--- config.mk ---
export PLATFORM = sky130hd
export DESIGN_NAME = mgc_global_regs
export DESIGN_NICKNAME = d
export VERILOG_FILES = /design/src/logic/mgc_sync2.v /design/src/logic/mgc_activity.v /design/src/logic/mgc_global_regs.v
export VERILOG_INCLUDE_DIRS = /design/src /design/src/logic
export SDC_FILE = /design/constraint.sdc
export NUM_CORES = 1
export LEC_CHECK = 0
export BUFFER_PORTS_ARGS = -buffer_cell sky130_fd_sc_hd__buf_2
export CORE_MARGIN = 2
export CORE_UTILIZATION = 50
export CTS_CLUSTER_DIAMETER = 80
export DETAILED_ROUTE_END_ITERATION = 8
export GPL_TIMING_DRIVEN = 0
export PLACE_DENSITY = 0.81
export SLEW_MARGIN = 25
export SYNTH_ARGS = -nofsm -noshare
export SYNTH_HDL_FRONTEND = slang
export SYNTH_SLANG_ARGS = --single-unit
--- constraint.sdc ---
create_clock -name clk -period 2.65 [get_ports clk]
set_clock_uncertainty 0.05 [all_clocks]
set_input_delay 0.1325 -clock clk [delete_from_list [all_inputs] [get_ports clk]]
set_output_delay 0.1325 -clock clk [all_outputs]
set_load 0.01 [all_outputs]
--- src/logic/mgc_consts.vh ---
`ifndef MGC_CONSTS_VH
`define MGC_CONSTS_VH
// Register offsets
`define MGC_ADDR_GLOBAL_CONTROL  8'h02
`define MGC_ADDR_BERT_CONNECT    8'h03
`define MGC_ADDR_SERIAL_CLK_ACT  8'h04
`define MGC_ADDR_REF_SYS_CLK_ACT 8'h05
`define MGC_ADDR_SERIAL_IRQ_EN   8'h06
`define MGC_ADDR_SERIAL_IRQ_ST   8'h07
`define MGC_ADDR_ETH_IRQ_EN      8'h08
`define MGC_ADDR_ETH_IRQ_ST      8'h09
`define MGC_ADDR_QUEUE_IRQ_EN    8'h0a
`define MGC_ADDR_QUEUE_IRQ_ST    8'h0b
`define MGC_ADDR_BERT_IRQ_EN     8'h0c
`define MGC_ADDR_BERT_IRQ_ST     8'h0d
`define MGC_ADDR_CONNECTION      8'h0e
`define MGC_ADDR_QPTR_RESET      8'h12
// Field positions
`define MGC_BIT_SOFT_RESET       0
`define MGC_BIT_IRQ_IDLE_DRIVE   1
`define MGC_BIT_REFCLK_DISABLE   2
`define MGC_BIT_BERT_CONNECT     0
`define MGC_BIT_RX_SERIAL_CLK    4
`define MGC_BIT_TX_SERIAL_CLK    0
`define MGC_BIT_REF_CLK_SEEN     1
`define MGC_BIT_SYS_CLK_SEEN     0
`define MGC_BIT_TX_SIDE          4
`define MGC_BIT_RX_SIDE          0
`define MGC_BIT_ETH              0
`define MGC_BIT_BERT             0
`define MGC_BIT_CONNECT_SEL      0
`define MGC_BIT_RXQ_RD_CLR       3
`define MGC_BIT_RXQ_WR_CLR       2
// Reset values
`define MGC_RST_CONTROL          8'h00
`define MGC_RST_CONNECTION       8'h01
// Timing
`define MGC_SOFT_RESET_MIN_NS    100
`define MGC_CLK_PERIOD_NS        10
`endif

--- src/logic/mgc_sync2.v ---
`timescale 1ns/1ps
// ==========================================
// Two flop synchroniser
module mgc_sync2 (
	input  wire clk,
	input  wire rst,
	input  wire din,
	output reg  dout
);
	reg stage1;
	always @(posedge clk or posedge rst) begin
		if (rst) begin
			stage1 <= 1'b0;
			dout   <= 1'b0;
		end else begin
			stage1 <= din;
			dout   <= stage1;
		end
	end
endmodule

--- src/logic/mgc_activity.v ---
`timescale 1ns/1ps
// ==========================================
// Sticky activity latch: sees edges of a synchronised clock, clears on read
module mgc_activity (
	input  wire clk,
	input  wire rst,
	input  wire srst,
	input  wire pin,
	input  wire clear,
	output reg  seen
);
	wire sync_level;
	reg  last_level;
	mgc_sync2 u_sync (
		.clk  (clk),
		.rst  (rst),
		.din  (pin),
		.dout (sync_level)
	);
	always @(posedge clk or posedge rst) begin
		if (rst) begin
			last_level <= 1'b0;
			seen       <= 1'b0;
		end else if (srst) begin
			last_level <= sync_level;
			seen       <= 1'b0;
		end else begin
			last_level <= sync_level;
			// Set wins over a read clear in the same cycle
			if (sync_level != last_level)
				seen <= 1'b1;
			else if (clear)
				seen <= 1'b0;
		end
	end
endmodule

--- src/logic/mgc_global_regs.v ---
`timescale 1ns/1ps
`include "mgc_consts.vh"
// ==========================================
// Global control and status registers
module mgc_global_regs (
	input  wire       clk,
	input  wire       rst,
	input  wire [7:0] addr,
	input  wire [7:0] wdata,
	input  wire       cs_n,
	input  wire       wr_n,
	input  wire       rd_n,
	output reg  [7:0] rdata,
	input  wire       ref_clock_pin,
	input  wire       mode_clock,
	input  wire       system_clock_input,
	input  wire       rx_serial_clock,
	input  wire       tx_serial_clock,
	input  wire       serial_tx_event,
	input  wire       serial_rx_event,
	input  wire       ethernet_event,
	input  wire       tx_queue_event,
	input  wire       rx_queue_event,
	input  wire       bert_event,
	input  wire       hdlc_tx_data,
	input  wire       bert_tx_data,
	input  wire       serial_rx_data,
	output reg        serial_tx_data,
	output reg        hdlc_rx_data,
	output reg        bert_rx_data,
	output reg        hdlc_clock_enable,
	output reg        reference_clock_output,
	output reg        irq_n_out,
	output reg        irq_n_oe,
	output reg        datapath_reset,
	output reg        rx_queue_read_ptr_clear,
	output reg        rx_queue_write_ptr_clear
);
	localparam integer SRST_MIN_CYCLES =
		(`MGC_SOFT_RESET_MIN_NS + `MGC_CLK_PERIOD_NS - 1) / `MGC_CLK_PERIOD_NS;
	localparam [7:0]   CONN_RST        = `MGC_RST_CONNECTION;

	// ==========================================
	// Bus strobes: synchronise, write on the falling edge of the write strobe, read clear on the rising edge of the read strobe
	wire cs_s;
	wire wr_s;
	wire rd_s;
	reg  wr_d;
	reg  rd_d;
	reg  [7:0] rd_addr;
	wire [7:0] addr_s;
	wire [7:0] wdata_s;
	mgc_sync2 u_cs (.clk(clk), .rst(rst), .din(~cs_n), .dout(cs_s));
	mgc_sync2 u_wr (.clk(clk), .rst(rst), .din(~wr_n), .dout(wr_s));
	mgc_sync2 u_rd (.clk(clk), .rst(rst), .din(~rd_n), .dout(rd_s));
	genvar gi;
	generate
		for (gi = 0; gi < 8; gi = gi + 1) begin : g_bus
			mgc_sync2 u_a (.clk(clk), .rst(rst), .din(addr[gi]), .dout(addr_s[gi]));
			mgc_sync2 u_d (.clk(clk), .rst(rst), .din(wdata[gi]), .dout(wdata_s[gi]));
		end
	endgenerate
	always @(posedge clk or posedge rst) begin
		if (rst) begin
			wr_d    <= 1'b0;
			rd_d    <= 1'b0;
			rd_addr <= 8'h00;
		end else begin
			wr_d <= wr_s & cs_s;
			rd_d <= rd_s & cs_s;
			// Host may drop the address with the strobe, so the clear uses this copy
			if (rd_s & cs_s)
				rd_addr <= addr_s;
		end
	end
	wire wr_pulse = wr_s & cs_s & ~wr_d;
	wire rd_end   = rd_d & ~(rd_s & cs_s);

	// ==========================================
	// Registers
	reg       soft_reset;
	reg       irq_idle_drive_select;
	reg       refclk_disable;
	reg       bert_connect_bit;
	reg       serial_tx_irq_enable;
	reg       serial_rx_irq_enable;
	reg       ethernet_irq_enable_bit;
	reg       tx_queue_irq_enable;
	reg       rx_queue_irq_enable;
	reg       bert_irq_enable_bit;
	reg       serial_tx_irq_flag;
	reg       serial_rx_irq_flag;
	reg       ethernet_irq_flag;
	reg       tx_queue_irq_flag;
	reg       rx_queue_irq_flag;
	reg       bert_irq_flag;
	reg       connection_select_bit;
	reg [1:0] qptr_bits;
	reg [3:0] srst_count;

	wire wr_ctl = wr_pulse && addr_s == `MGC_ADDR_GLOBAL_CONTROL;

	// Soft reset bit itself is untouched by its own reset
	always @(posedge clk or posedge rst) begin
		if (rst)
			soft_reset <= 1'b0;
		else if (wr_ctl)
			soft_reset <= wdata_s[`MGC_BIT_SOFT_RESET];
	end

	// Internal reset stretched to the minimum width even if host is short
	always @(posedge clk or posedge rst) begin
		if (rst)
			srst_count <= 4'h0;
		else if (soft_reset)
			srst_count <= SRST_MIN_CYCLES[3:0];
		else if (srst_count != 4'h0)
			srst_count <= srst_count - 4'h1;
	end
	wire srst = soft_reset | (srst_count != 4'h0);

	always @(posedge clk or posedge rst) begin
		if (rst) begin
			irq_idle_drive_select   <= 1'b0;
			refclk_disable          <= 1'b0;
			bert_connect_bit        <= 1'b0;
			serial_tx_irq_enable    <= 1'b0;
			serial_rx_irq_enable    <= 1'b0;
			ethernet_irq_enable_bit <= 1'b0;
			tx_queue_irq_enable     <= 1'b0;
			rx_queue_irq_enable     <= 1'b0;
			bert_irq_enable_bit     <= 1'b0;
			connection_select_bit   <= 1'b1;
			qptr_bits               <= 2'b00;
		end else if (srst) begin
			irq_idle_drive_select   <= 1'b0;
			refclk_disable          <= 1'b0;
			bert_connect_bit        <= 1'b0;
			serial_tx_irq_enable    <= 1'b0;
			serial_rx_irq_enable    <= 1'b0;
			ethernet_irq_enable_bit <= 1'b0;
			tx_queue_irq_enable     <= 1'b0;
			rx_queue_irq_enable     <= 1'b0;
			bert_irq_enable_bit     <= 1'b0;
			connection_select_bit   <= CONN_RST[`MGC_BIT_CONNECT_SEL];
			qptr_bits               <= 2'b00;
		end else if (wr_pulse) begin
			case (addr_s)
				`MGC_ADDR_GLOBAL_CONTROL: begin
					irq_idle_drive_select <= wdata_s[`MGC_BIT_IRQ_IDLE_DRIVE];
					refclk_disable        <= wdata_s[`MGC_BIT_REFCLK_DISABLE];
				end
				`MGC_ADDR_BERT_CONNECT:
					bert_connect_bit <= wdata_s[`MGC_BIT_BERT_CONNECT];
				`MGC_ADDR_SERIAL_IRQ_EN: begin
					serial_tx_irq_enable <= wdata_s[`MGC_BIT_TX_SIDE];
					serial_rx_irq_enable <= wdata_s[`MGC_BIT_RX_SIDE];
				end
				`MGC_ADDR_ETH_IRQ_EN:
					ethernet_irq_enable_bit <= wdata_s[`MGC_BIT_ETH];
				`MGC_ADDR_QUEUE_IRQ_EN: begin
					tx_queue_irq_enable <= wdata_s[`MGC_BIT_TX_SIDE];
					rx_queue_irq_enable <= wdata_s[`MGC_BIT_RX_SIDE];
				end
				`MGC_ADDR_BERT_IRQ_EN:
					bert_irq_enable_bit <= wdata_s[`MGC_BIT_BERT];
				`MGC_ADDR_CONNECTION:
					connection_select_bit <= wdata_s[`MGC_BIT_CONNECT_SEL];
				`MGC_ADDR_QPTR_RESET:
					qptr_bits <= {wdata_s[`MGC_BIT_RXQ_RD_CLR], wdata_s[`MGC_BIT_RXQ_WR_CLR]};
				default: begin
				end
			endcase
		end
	end

	// ==========================================
	// Second level status: follows source event levels (source holds them)
	always @(posedge clk or posedge rst) begin
		if (rst) begin
			serial_tx_irq_flag <= 1'b0;
			serial_rx_irq_flag <= 1'b0;
			ethernet_irq_flag  <= 1'b0;
			tx_queue_irq_flag  <= 1'b0;
			rx_queue_irq_flag  <= 1'b0;
			bert_irq_flag      <= 1'b0;
		end else if (srst) begin
			serial_tx_irq_flag <= 1'b0;
			serial_rx_irq_flag <= 1'b0;
			ethernet_irq_flag  <= 1'b0;
			tx_queue_irq_flag  <= 1'b0;
			rx_queue_irq_flag  <= 1'b0;
			bert_irq_flag      <= 1'b0;
		end else begin
			serial_tx_irq_flag <= serial_tx_event;
			serial_rx_irq_flag <= serial_rx_event;
			ethernet_irq_flag  <= ethernet_event;
			tx_queue_irq_flag  <= tx_queue_event;
			rx_queue_irq_flag  <= rx_queue_event;
			bert_irq_flag      <= bert_event;
		end
	end

	// ==========================================
	// Clock activity latches
	wire rx_serial_clock_seen;
	wire tx_serial_clock_seen;
	wire ref_clock_seen;
	wire system_clock_seen;
	wire rd_serial_act = rd_end && rd_addr == `MGC_ADDR_SERIAL_CLK_ACT;
	wire rd_refsys_act = rd_end && rd_addr == `MGC_ADDR_REF_SYS_CLK_ACT;
	mgc_activity u_rx_act (.clk(clk), .rst(rst), .srst(srst), .pin(rx_serial_clock),
		.clear(rd_serial_act), .seen(rx_serial_clock_seen));
	mgc_activity u_tx_act (.clk(clk), .rst(rst), .srst(srst), .pin(tx_serial_clock),
		.clear(rd_serial_act), .seen(tx_serial_clock_seen));
	mgc_activity u_ref_act (.clk(clk), .rst(rst), .srst(srst), .pin(ref_clock_pin),
		.clear(rd_refsys_act), .seen(ref_clock_seen));
	mgc_activity u_sys_act (.clk(clk), .rst(rst), .srst(srst), .pin(system_clock_input),
		.clear(rd_refsys_act), .seen(system_clock_seen));

	// ==========================================
	// Read data
	reg [7:0] next_rdata;
	always @* begin
		next_rdata = 8'h00;
		case (addr_s)
			`MGC_ADDR_GLOBAL_CONTROL: begin
				next_rdata[`MGC_BIT_SOFT_RESET]     = soft_reset;
				next_rdata[`MGC_BIT_IRQ_IDLE_DRIVE] = irq_idle_drive_select;
				next_rdata[`MGC_BIT_REFCLK_DISABLE] = refclk_disable;
			end
			`MGC_ADDR_BERT_CONNECT:
				next_rdata[`MGC_BIT_BERT_CONNECT] = bert_connect_bit;
			`MGC_ADDR_SERIAL_CLK_ACT: begin
				next_rdata[`MGC_BIT_RX_SERIAL_CLK] = rx_serial_clock_seen;
				next_rdata[`MGC_BIT_TX_SERIAL_CLK] = tx_serial_clock_seen;
			end
			`MGC_ADDR_REF_SYS_CLK_ACT: begin
				next_rdata[`MGC_BIT_REF_CLK_SEEN] = ref_clock_seen;
				next_rdata[`MGC_BIT_SYS_CLK_SEEN] = system_clock_seen;
			end
			`MGC_ADDR_SERIAL_IRQ_EN: begin
				next_rdata[`MGC_BIT_TX_SIDE] = serial_tx_irq_enable;
				next_rdata[`MGC_BIT_RX_SIDE] = serial_rx_irq_enable;
			end
			`MGC_ADDR_SERIAL_IRQ_ST: begin
				next_rdata[`MGC_BIT_TX_SIDE] = serial_tx_irq_flag;
				next_rdata[`MGC_BIT_RX_SIDE] = serial_rx_irq_flag;
			end
			`MGC_ADDR_ETH_IRQ_EN:
				next_rdata[`MGC_BIT_ETH] = ethernet_irq_enable_bit;
			`MGC_ADDR_ETH_IRQ_ST:
				next_rdata[`MGC_BIT_ETH] = ethernet_irq_flag;
			`MGC_ADDR_QUEUE_IRQ_EN: begin
				next_rdata[`MGC_BIT_TX_SIDE] = tx_queue_irq_enable;
				next_rdata[`MGC_BIT_RX_SIDE] = rx_queue_irq_enable;
			end
			`MGC_ADDR_QUEUE_IRQ_ST: begin
				next_rdata[`MGC_BIT_TX_SIDE] = tx_queue_irq_flag;
				next_rdata[`MGC_BIT_RX_SIDE] = rx_queue_irq_flag;
			end
			`MGC_ADDR_BERT_IRQ_EN:
				next_rdata[`MGC_BIT_BERT] = bert_irq_enable_bit;
			`MGC_ADDR_BERT_IRQ_ST:
				next_rdata[`MGC_BIT_BERT] = bert_irq_flag;
			`MGC_ADDR_CONNECTION:
				next_rdata[`MGC_BIT_CONNECT_SEL] = connection_select_bit;
			`MGC_ADDR_QPTR_RESET: begin
				next_rdata[`MGC_BIT_RXQ_RD_CLR] = qptr_bits[1];
				next_rdata[`MGC_BIT_RXQ_WR_CLR] = qptr_bits[0];
			end
			default:
				next_rdata = 8'h00;
		endcase
	end

	// ==========================================
	// Interrupt and data path outputs
	wire irq_any = (serial_tx_irq_flag & serial_tx_irq_enable) |
		(serial_rx_irq_flag & serial_rx_irq_enable) |
		(ethernet_irq_flag & ethernet_irq_enable_bit) |
		(tx_queue_irq_flag & tx_queue_irq_enable) |
		(rx_queue_irq_flag & rx_queue_irq_enable) |
		(bert_irq_flag & bert_irq_enable_bit);

	wire mode_clock_s;
	mgc_sync2 u_mode (.clk(clk), .rst(rst), .din(mode_clock), .dout(mode_clock_s));

	always @(posedge clk or posedge rst) begin
		if (rst) begin
			rdata                    <= 8'h00;
			irq_n_out                <= 1'b1;
			irq_n_oe                 <= 1'b1;
			reference_clock_output   <= 1'b0;
			serial_tx_data           <= 1'b1;
			hdlc_rx_data             <= 1'b1;
			bert_rx_data             <= 1'b1;
			hdlc_clock_enable        <= 1'b0;
			datapath_reset           <= 1'b1;
			rx_queue_read_ptr_clear  <= 1'b0;
			rx_queue_write_ptr_clear <= 1'b0;
		end else begin
			rdata           <= next_rdata;
			// Low while asserted; idle drives high or floats
			irq_n_out <= ~irq_any;
			irq_n_oe  <= irq_any | ~irq_idle_drive_select;
			reference_clock_output <= refclk_disable ? 1'b0 : mode_clock_s;
			if (bert_connect_bit) begin
				serial_tx_data <= bert_tx_data;
				hdlc_rx_data   <= 1'b1;
				bert_rx_data   <= serial_rx_data;
			end else if (connection_select_bit) begin
				serial_tx_data <= hdlc_tx_data;
				hdlc_rx_data   <= serial_rx_data;
				bert_rx_data   <= 1'b1;
			end else begin
				serial_tx_data <= 1'b1;
				hdlc_rx_data   <= 1'b1;
				bert_rx_data   <= 1'b1;
			end
			hdlc_clock_enable        <= connection_select_bit & ~bert_connect_bit & ~srst;
			datapath_reset           <= srst;
			rx_queue_read_ptr_clear  <= qptr_bits[1];
			rx_queue_write_ptr_clear <= qptr_bits[0];
		end
	end
endmodule

# ---- Word level (Yosys, flattened, before mapping)
# Index checks and enable logic that the tools add are counted.
dict set report word_totals {
  reg_bits 98
  latch_bits 0
  mem_bits_rw 0
  mem_bits_ro 0
  in_bits 35
  out_inout_bits 18
  elab_cells 220
  n_memories 0
}
dict set report op_classes {
  addsub 1
  mul 0
  div 0
  order_cmp 0
  n_eq_ne 20
  shift 0
  muxes 62
  n_bitwise 28
  n_reduce_logical 26
}
# cell count
set op_table {}
lappend op_table {{== test 8 x 4 -> 1 bit, second input constant} 7}
lappend op_table {{two-way mux 1 bit} 53}
lappend op_table {{== test 8 x 3 -> 1 bit, second input constant} 6}
lappend op_table {{nonzero test 2 bit} 10}
lappend op_table {{== test 8 x 2 -> 1 bit, second input constant} 2}
lappend op_table {{AND reduction 2 bit} 8}
lappend op_table {{case mux 1 bit (13 select lines)} 1}
lappend op_table {{bitwise AND 1 bit} 12}
lappend op_table {{nonzero test 3 bit} 4}
lappend op_table {{inverter 1 bit} 9}
lappend op_table {{== test 8 x 5 -> 1 bit, second input constant} 1}
lappend op_table {{two-way mux 4 bit} 2}
lappend op_table {{bitwise OR 1 bit} 7}
lappend op_table {{two-way mux 2 bit} 3}
lappend op_table {{case mux 1 bit (5 select lines)} 1}
lappend op_table {{inequality test 1 bit} 4}
lappend op_table {{case mux 1 bit (2 select lines)} 2}
lappend op_table {{nonzero test 4 bit} 1}
lappend op_table {{subtractor 4 x 1 -> 4 bit, second input constant} 1}
lappend op_table {{logical AND 1 bit} 3}

# ---- Longest topological paths before layout
# Gate-level depths: netlist of run 1.
dict set report logic_depth {
  word_depth 7
  mapped_depth 8
  mapped_depth_nobuf 6
}

# ---- Modules after synthesis
# A second synthesis of run 1 with hierarchy kept.
dict set report unflattened {
  hier_cells 277
  hier_area_um2 3624.7
}
# module instances cells_each area_per_inst_um2 seq_area_each_um2
set modules_own_cells {}
lappend modules_own_cells {mgc_global_regs 1 190 2199.6 1209.9}
lappend modules_own_cells {mgc_sync2 21 3 53.8 50.0}
lappend modules_own_cells {mgc_activity 4 6 73.8 50.0}

# ---- Worst setup path before layout of run 1
# No wires, ideal clock.
dict set report synth_path {
  path_type {register -> register}
  from {register g_bus[0].u_a.dout}
  to {register soft_reset}
  setup_time_ns 0.125
  t_arrival_ns 1.419
  required_time_ns 2.475
  setup_slack_ns 1.056
  stages_incl_launch_ff 5
  n_path_buf 1
  synth_period_minus_slack_ns 1.594
  path_cell_list {dfrtp_1 buf_6 nor4b_4 nand3_4 mux2_4}
}
dict set report synth_via {
  elab_chain_cells 2
}
# item line
set synth_rtl {}
lappend synth_rtl {{start, declared} mgc_sync2.v:8} ;# output reg dout
lappend synth_rtl {{start signal, assigned} mgc_sync2.v:17} ;# dout <= stage1;
lappend synth_rtl {{== test 8 x 2 -> 1 bit} -}
lappend synth_rtl {{logical AND 1 bit (no line)} -}
lappend synth_rtl {{end signal, assigned} mgc_global_regs.v:108} ;# soft_reset <= wdata_s[`MGC_BIT_SOFT_RESET];
lappend synth_rtl {{end, declared} mgc_global_regs.v:81} ;# reg soft_reset;
# Every way passes these cells.
# A chain may end at the register's enable or synchronous reset.

# ---- Worst setup path in the final report of run 1
dict set report layout_path {
  from {register g_bus[0].u_a.dout}
  to {register serial_rx_irq_enable}
}
dict set report layout_via {
  elab_chain_cells 3
}
# item line
set layout_rtl {}
lappend layout_rtl {{== test 8 x 3 -> 1 bit} mgc_global_regs.v:148} ;# case (addr_s)
lappend layout_rtl {{nonzero test 2 bit (no line)} -}
lappend layout_rtl {{AND reduction 2 bit (no line)} -}
lappend layout_rtl {{end signal, assigned} mgc_global_regs.v:157} ;# serial_rx_irq_enable <= wdata_s[`MGC_BIT_RX_SIDE];
lappend layout_rtl {{end, declared} mgc_global_regs.v:86} ;# reg serial_rx_irq_enable;
# Every way passes these cells.

==> results of run 1 <==
final timing paths:
kind | start | end | slack [ns] | cells past startpoint
worst max-delay path | g_bus[0].u_a.dout | serial_rx_irq_enable | 0.77 | 5
worst min-delay path | rst | g_bus[0].u_d.dout | 0.15 | 3
worst max register to register | g_bus[0].u_a.dout | serial_rx_irq_enable | 0.77 | 5
worst min register to register | g_bus[0].u_a.stage1 | g_bus[0].u_a.dout | 0.30 | 0
max in group asynchronous | rst | serial_tx_data | 1.73 | 5
min in group clk | g_bus[0].u_a.stage1 | g_bus[0].u_a.dout | 0.30 | 0
layer usage:
layer / up-vias / global-route usage / wire length [um] / share of wire
met5: - / 0 / 0 / 0
met4: 0 / 0.0523 / 75 / 0.012
met3: 7 / 0.0597 / 275 / 0.045
met2: 49 / 0.278 / 2980 / 0.49
met1: 1057 / 0.231 / 2730 / 0.45
li1: 1037 / - / - / -
state kept, by name (all words and copies together) (netlist names), 2 cells and up:
name	cells
g_bus.u_a.dout	8
g_bus.u_a.stage1	8
rd_addr	8
g_bus.u_d.dout	5
g_bus.u_d.stage1	5
rdata	5
srst_count	4
qptr_bits	2
stage by stage:
| stage | std cells | util | total power [uW] | worst slack [ns] | hold slack [ns] |
|---|---|---|---|---|---|
| after global routing | 444 | 0.652 | 3080 | 0.667 | 0.160 |
| after detailed placement | 397 | 0.582 | 2100 | 0.792 | -0.0158 |
| after global placement | 394 | 0.573 | 2060 | 0.782 | 0.190 |
| final | 444 | 0.652 | 2920 | 0.770 | 0.151 |
| after floorplan | 252 | - | 1960 | 1.06 | 0.114 |
| after CTS | 444 | 0.652 | 2950 | 0.783 | 0.133 |
area by class of cell:
cell class                 count  area (sq um)  area share
buffer                        11          61.3      0.0138
clock buffer                  10           128      0.0286
clock inverter                 6          43.8     0.00983
inverter                      10          41.3     0.00926
multi-input combinational    133          1000       0.225
sequential                    98          2460       0.552
tap                           96           120      0.0270
timing repair buffer          80           601       0.135
repair_timing:
item                                   4_1_cts  5_1_grt
hold buffers                                31        0
setup buffers                                0        0
endpoints found under the hold margin       61        0
power by group:
group / leakage [uW] / internal, uW / switching [uW] / total [uW]
Sequential: 0.00121 / 1630 / 78.3 / 1710
Clock: 0.0000745 / 340 / 485 / 826
Combinational: 0.000829 / 187 / 202 / 389
Total: 0.00211 / 2160 / 766 / 2920
cell usage in the layout (no fill, tap or decap), types with 4 or more instances in the layout:
master and count:
nand4_1 4, clkbuf_1 7, a21oi_1 5, mux2i_1 14
clkinvlp_4 5, buf_2 47, nor2_1 18, and2_1 7
dfstp_2 7, clkbuf_8 9, dlygate4sd3_1 31, inv_1 9
nand3_1 12, dfrtp_1 91, mux2_2 10, o21ai_0 5
nand2_1 7
logic make-up (layout without fill, tap and decap cells):
kind of cell	Yosys count	after routing	synth area share
muxes	25	25	0.0754
AOI/OAI and AO/OA	22	22	0.0426
adders and majority gates	2	2	0.00704
xor gates and xnor gates	5	5	0.0123
buffers and inverters	21	117	0.0278
other	1	3	0.00106
and+or+nand+nor	76	76	0.141
DFF	98	98	0.693
critical path: cells and delay by family (launching register included):
kind	cells	cell delay, ns
AND/OR/NAND/NOR	3	0.96
flip-flops	1	0.38
multiplexers	1	0.22
buffers and inverters	1	0.14
==> flow_metrics.tcl, run 1 <==
set metrics [dict create \
    status "completed" \
    path_max_fanout 10 \
    antenna_cells 0 \
    core_area_sq_mm 0.00683 \
    overflow 0 \
    synth_area_leader_cell "dfrtp_1" \
    setup_viol 0 \
    dominantRegCellSynth "dfrtp_1" \
    synth_common_cells "dfrtp_1 (91), nor2_1 (18), mux2i_1 (14)" \
    power_density_mw_per_mm2 656 \
    critPathLaunchType "register" \
    yosysWarningCount 0 \
    grt_start_max_net_pins 36 \
    ys_seq_area_frac 0.693 \
    drt_iter0_markers 160 \
    port-buffer-count 46 \
    arrival_ns 2.05 \
    power_leakage_uw 0.00211 \
    vias_per_cell 4.84 \
    path_class "reg2reg" \
    grt_pass1_wl_um 10100 \
    num_vias 2150 \
    fillCellCount 547 \
    wl_per_cell_um 13.6 \
    finalHoldViolations 0 \
    tns_ns 0 \
    die_width_um 88.3 \
    cts_tree "yes" \
    synth.most_common_cell "dfrtp_1" \
    die_h_um 88.3 \
    die-area_sq_mm 0.00780 \
    place_hpwl_um 4130 \
    final_area_sq_mm 0.00446 \
    syn_area_sq_mm 0.00355 \
    synth_top_area_share 0.641 \
    max_freq_mhz 532 \
    grt_pass1_vias 2186 \
    drive_gt1_frac 0.282 \
    synthTopCellsByArea "dfrtp_1 (64%), dfstp_2 (5.2%), mux2i_1 (3.9%)" \
    firstDrtPassIters 4 \
    htree_levels 3 \
    placed_area_sq_mm 0.00398 \
    grtUsageTotal 0.175 \
    tightest_slew_ns 0.636 \
    clk_pin_slew_ns 0.08 \
    synth_cells 250 \
    antenna_found_initial 0 \
    ys_ff_latch 98 \
    cts_max_path_buffers 2 \
    cp_slowest_cell "nor4b_4" \
    routed_wl_um 6060 \
    cp-end-kind "register" \
    fp-row-count 30 \
    hold_class "in2async" \
    slew_headroom 0.574 \
    gp_congestion 0.879 \
    drc_errors 0 \
    maxSlewViolCount 0 \
    cap_violations 0 \
    synth_cell_types 47 \
    syn_avg_cell_area_sq_um 14.2 \
    rsz0062_at_grt "false" \
    cts_resized 0 \
    ir_drop_v 0.000463 \
    cts-root-buf "clkbuf_8" \
    start_util 0.520 \
    clk_latency_ns 0.36 \
    numCtsBuffers 9 \
    required_ns 2.82 \
    final_antenna_net_count 0 \
    num_io_pins 53 \
    nNetsFinal 380 \
    area_growth_pct 25.4 \
    timing.final.crit_share 0.709 \
    fin_crit_ns 1.88 \
    synthArstFlopShare 1.00 \
    slowest_delay_ns 0.61 \
    cts_sinks 98 \
    critical_path.cell_chain "buf_6, nor4b_4, nand3_1, mux2i_1, nor2_1" \
    synth_edf_count 0 \
]
No activity file was read; power rests on OpenSTA's default activity.
==> run 2: changes to the inputs <==
- CORE_UTILIZATION: 50 -> 56
- PLACE_DENSITY: 0.81 -> 0.86
- clock period: 2.65 -> 1.95 ns (I/O delays scaled with it)
==> flow_metrics.tcl, run 2 (synthesized netlist as in run 1, its figures left out) <==
set metrics [dict create \
    path_class "reg2reg" \
    htree_levels 3 \
    nNetsFinal 379 \
    critPathLaunchType "register" \
    clk_pin_slew_ns 0.09 \
    power_leakage_uw 0.00213 \
    path_max_fanout 10 \
    place_ws_ns 0.0575 \
    cts_sinks 98 \
    slew_headroom 0.554 \
    critical_path.cell_chain "nor4b_4, nand3_1, mux2i_1, nor2_1" \
    final_common_cell "dfrtp_1" \
    grt_pass1_vias 2300 \
    cts-root-buf "clkbuf_8" \
    routed_wl_um 6460 \
    cts_tree "yes" \
    rsz0062_at_grt "false" \
    drive_gt1_frac 0.282 \
    cts_max_path_buffers 2 \
    dp_cells 378 \
    cap_violations 0 \
    grtUsageTotal 0.204 \
    tightest_slew_ns 0.666 \
    r2r_start "g_bus[6].u_a.dout" \
    worst_slack_ns 0.0724 \
    slowest_delay_ns 0.67 \
    total_power_uw 4260 \
    status "completed" \
    antenna_cells 0 \
    cp_slowest_cell "nor4b_4" \
    instances_no_fill 424 \
    top_regs "g_bus.u_a.dout x8, g_bus.u_a.stage1 x8, rd_addr x8" \
    vias_per_cell 5.23 \
    max_freq_mhz 533 \
    rr_endpoint "serial_rx_irq_enable" \
    place_hpwl_um 4400 \
    grt_start_max_net_pins 36 \
    gp_congestion 0.888 \
    overflow 0 \
    die_h_um 83.7 \
    port-buffer-count 46 \
    setup_viol 0 \
    drc_errors 0 \
    hold_class "in2async" \
    arrival_ns 2.05 \
    clk_latency_ns 0.36 \
    cp-end-kind "register" \
    reg2reg_slack_ns 0.07 \
    die-area_sq_mm 0.00700 \
    ir_drop_v 0.000628 \
    fin_util 0.719 \
    grt_pass1_wl_um 10800 \
    power_density_mw_per_mm2 950 \
    num_io_pins 53 \
    firstDrtPassIters 4 \
    num_vias 2217 \
    timing.final.crit_share 0.963 \
    r2r.worst_path.cells 4 \
    drt_iter0_markers 138 \
    start_util 0.569 \
    die_width_um 83.7 \
    numCtsBuffers 9 \
    area_growth_pct 26.2 \
    tns_ns 0 \
    finalHoldViolations 0 \
    wl_per_cell_um 15.2 \
    maxSlewViolCount 0 \
    layout_common_cells "dfrtp_1 (91), buf_2 (47), dlygate4sd3_1 (31)" \
    fp-row-count 29 \
    antenna_found_initial 0 \
    required_ns 2.12 \
    final_antenna_net_count 0 \
    core_area_sq_mm 0.00624 \
    fin_crit_ns 1.88 \
]
run 2: power breakdown:
part           leakage (uW)  switching (uW)  internal, uW
sequential          0.00121             113          2210
clock             0.0000987             671           724
combinational      0.000831             283           253
total               0.00213            1070          3190
run 2: routing by layer:
metal / share of wire / track usage
met3: 0.040 / 0.0613
met4: 0.024 / 0.104
met5: 0 / 0
met2: 0.50 / 0.321
met1: 0.43 / 0.257
run 2: cell type report:
cell class	count	area, sq um
sequential	98	2460
tap	77	96.3
buffer	10	57.6
timing repair buffer	80	608
multi-input combinational	133	1000
clock buffer	10	128
clock inverter	6	91.3
inverter	10	41.3
fill	399	1760
run 2: how the worst max path moves through the flow:
stage	from	end	slack [ns]	cells past startpoint
after floorplan	g_bus[0].u_a.dout	soft_reset	0.36	4
after global placement	rst	g_bus[4].u_a.stage1	0.12	2
after detailed placement	srst_count[0]	tx_queue_irq_enable	0.06	7
after CTS	srst_count[0]	serial_rx_irq_enable	0.02	7
after global routing	srst_count[0]	serial_tx_irq_enable	0.02	6
final	g_bus[6].u_a.dout	serial_rx_irq_enable	0.07	4
run 2: what timing repair did:
| action | 4_1_cts | 5_1_grt |
|---|---|---|
| resized for setup | 0 | 0 |
| hold buffers | 31 | 0 |
| buffers inserted | 0 | 0 |
| hold endpoints to repair | 96 | 0 |
| endpoints found under the setup margin | 0 | 11 |
run 2: metrics by stage:
step,cell area [sq um],hold WS [ns]
global placement,3890,0.155
finish,4480,0.220
global route,4480,0.217
floorplan,3560,0.0789
detailed placement,3960,0.0613
CTS,4490,0.208
run 2: critical path: cells and delay by family, from the launching register on:
| kind | cells | cell delay [ns] |
|---|---|---|
| simple gates | 3 | 1.01 |
| flops | 1 | 0.46 |
| mux | 1 | 0.22 |
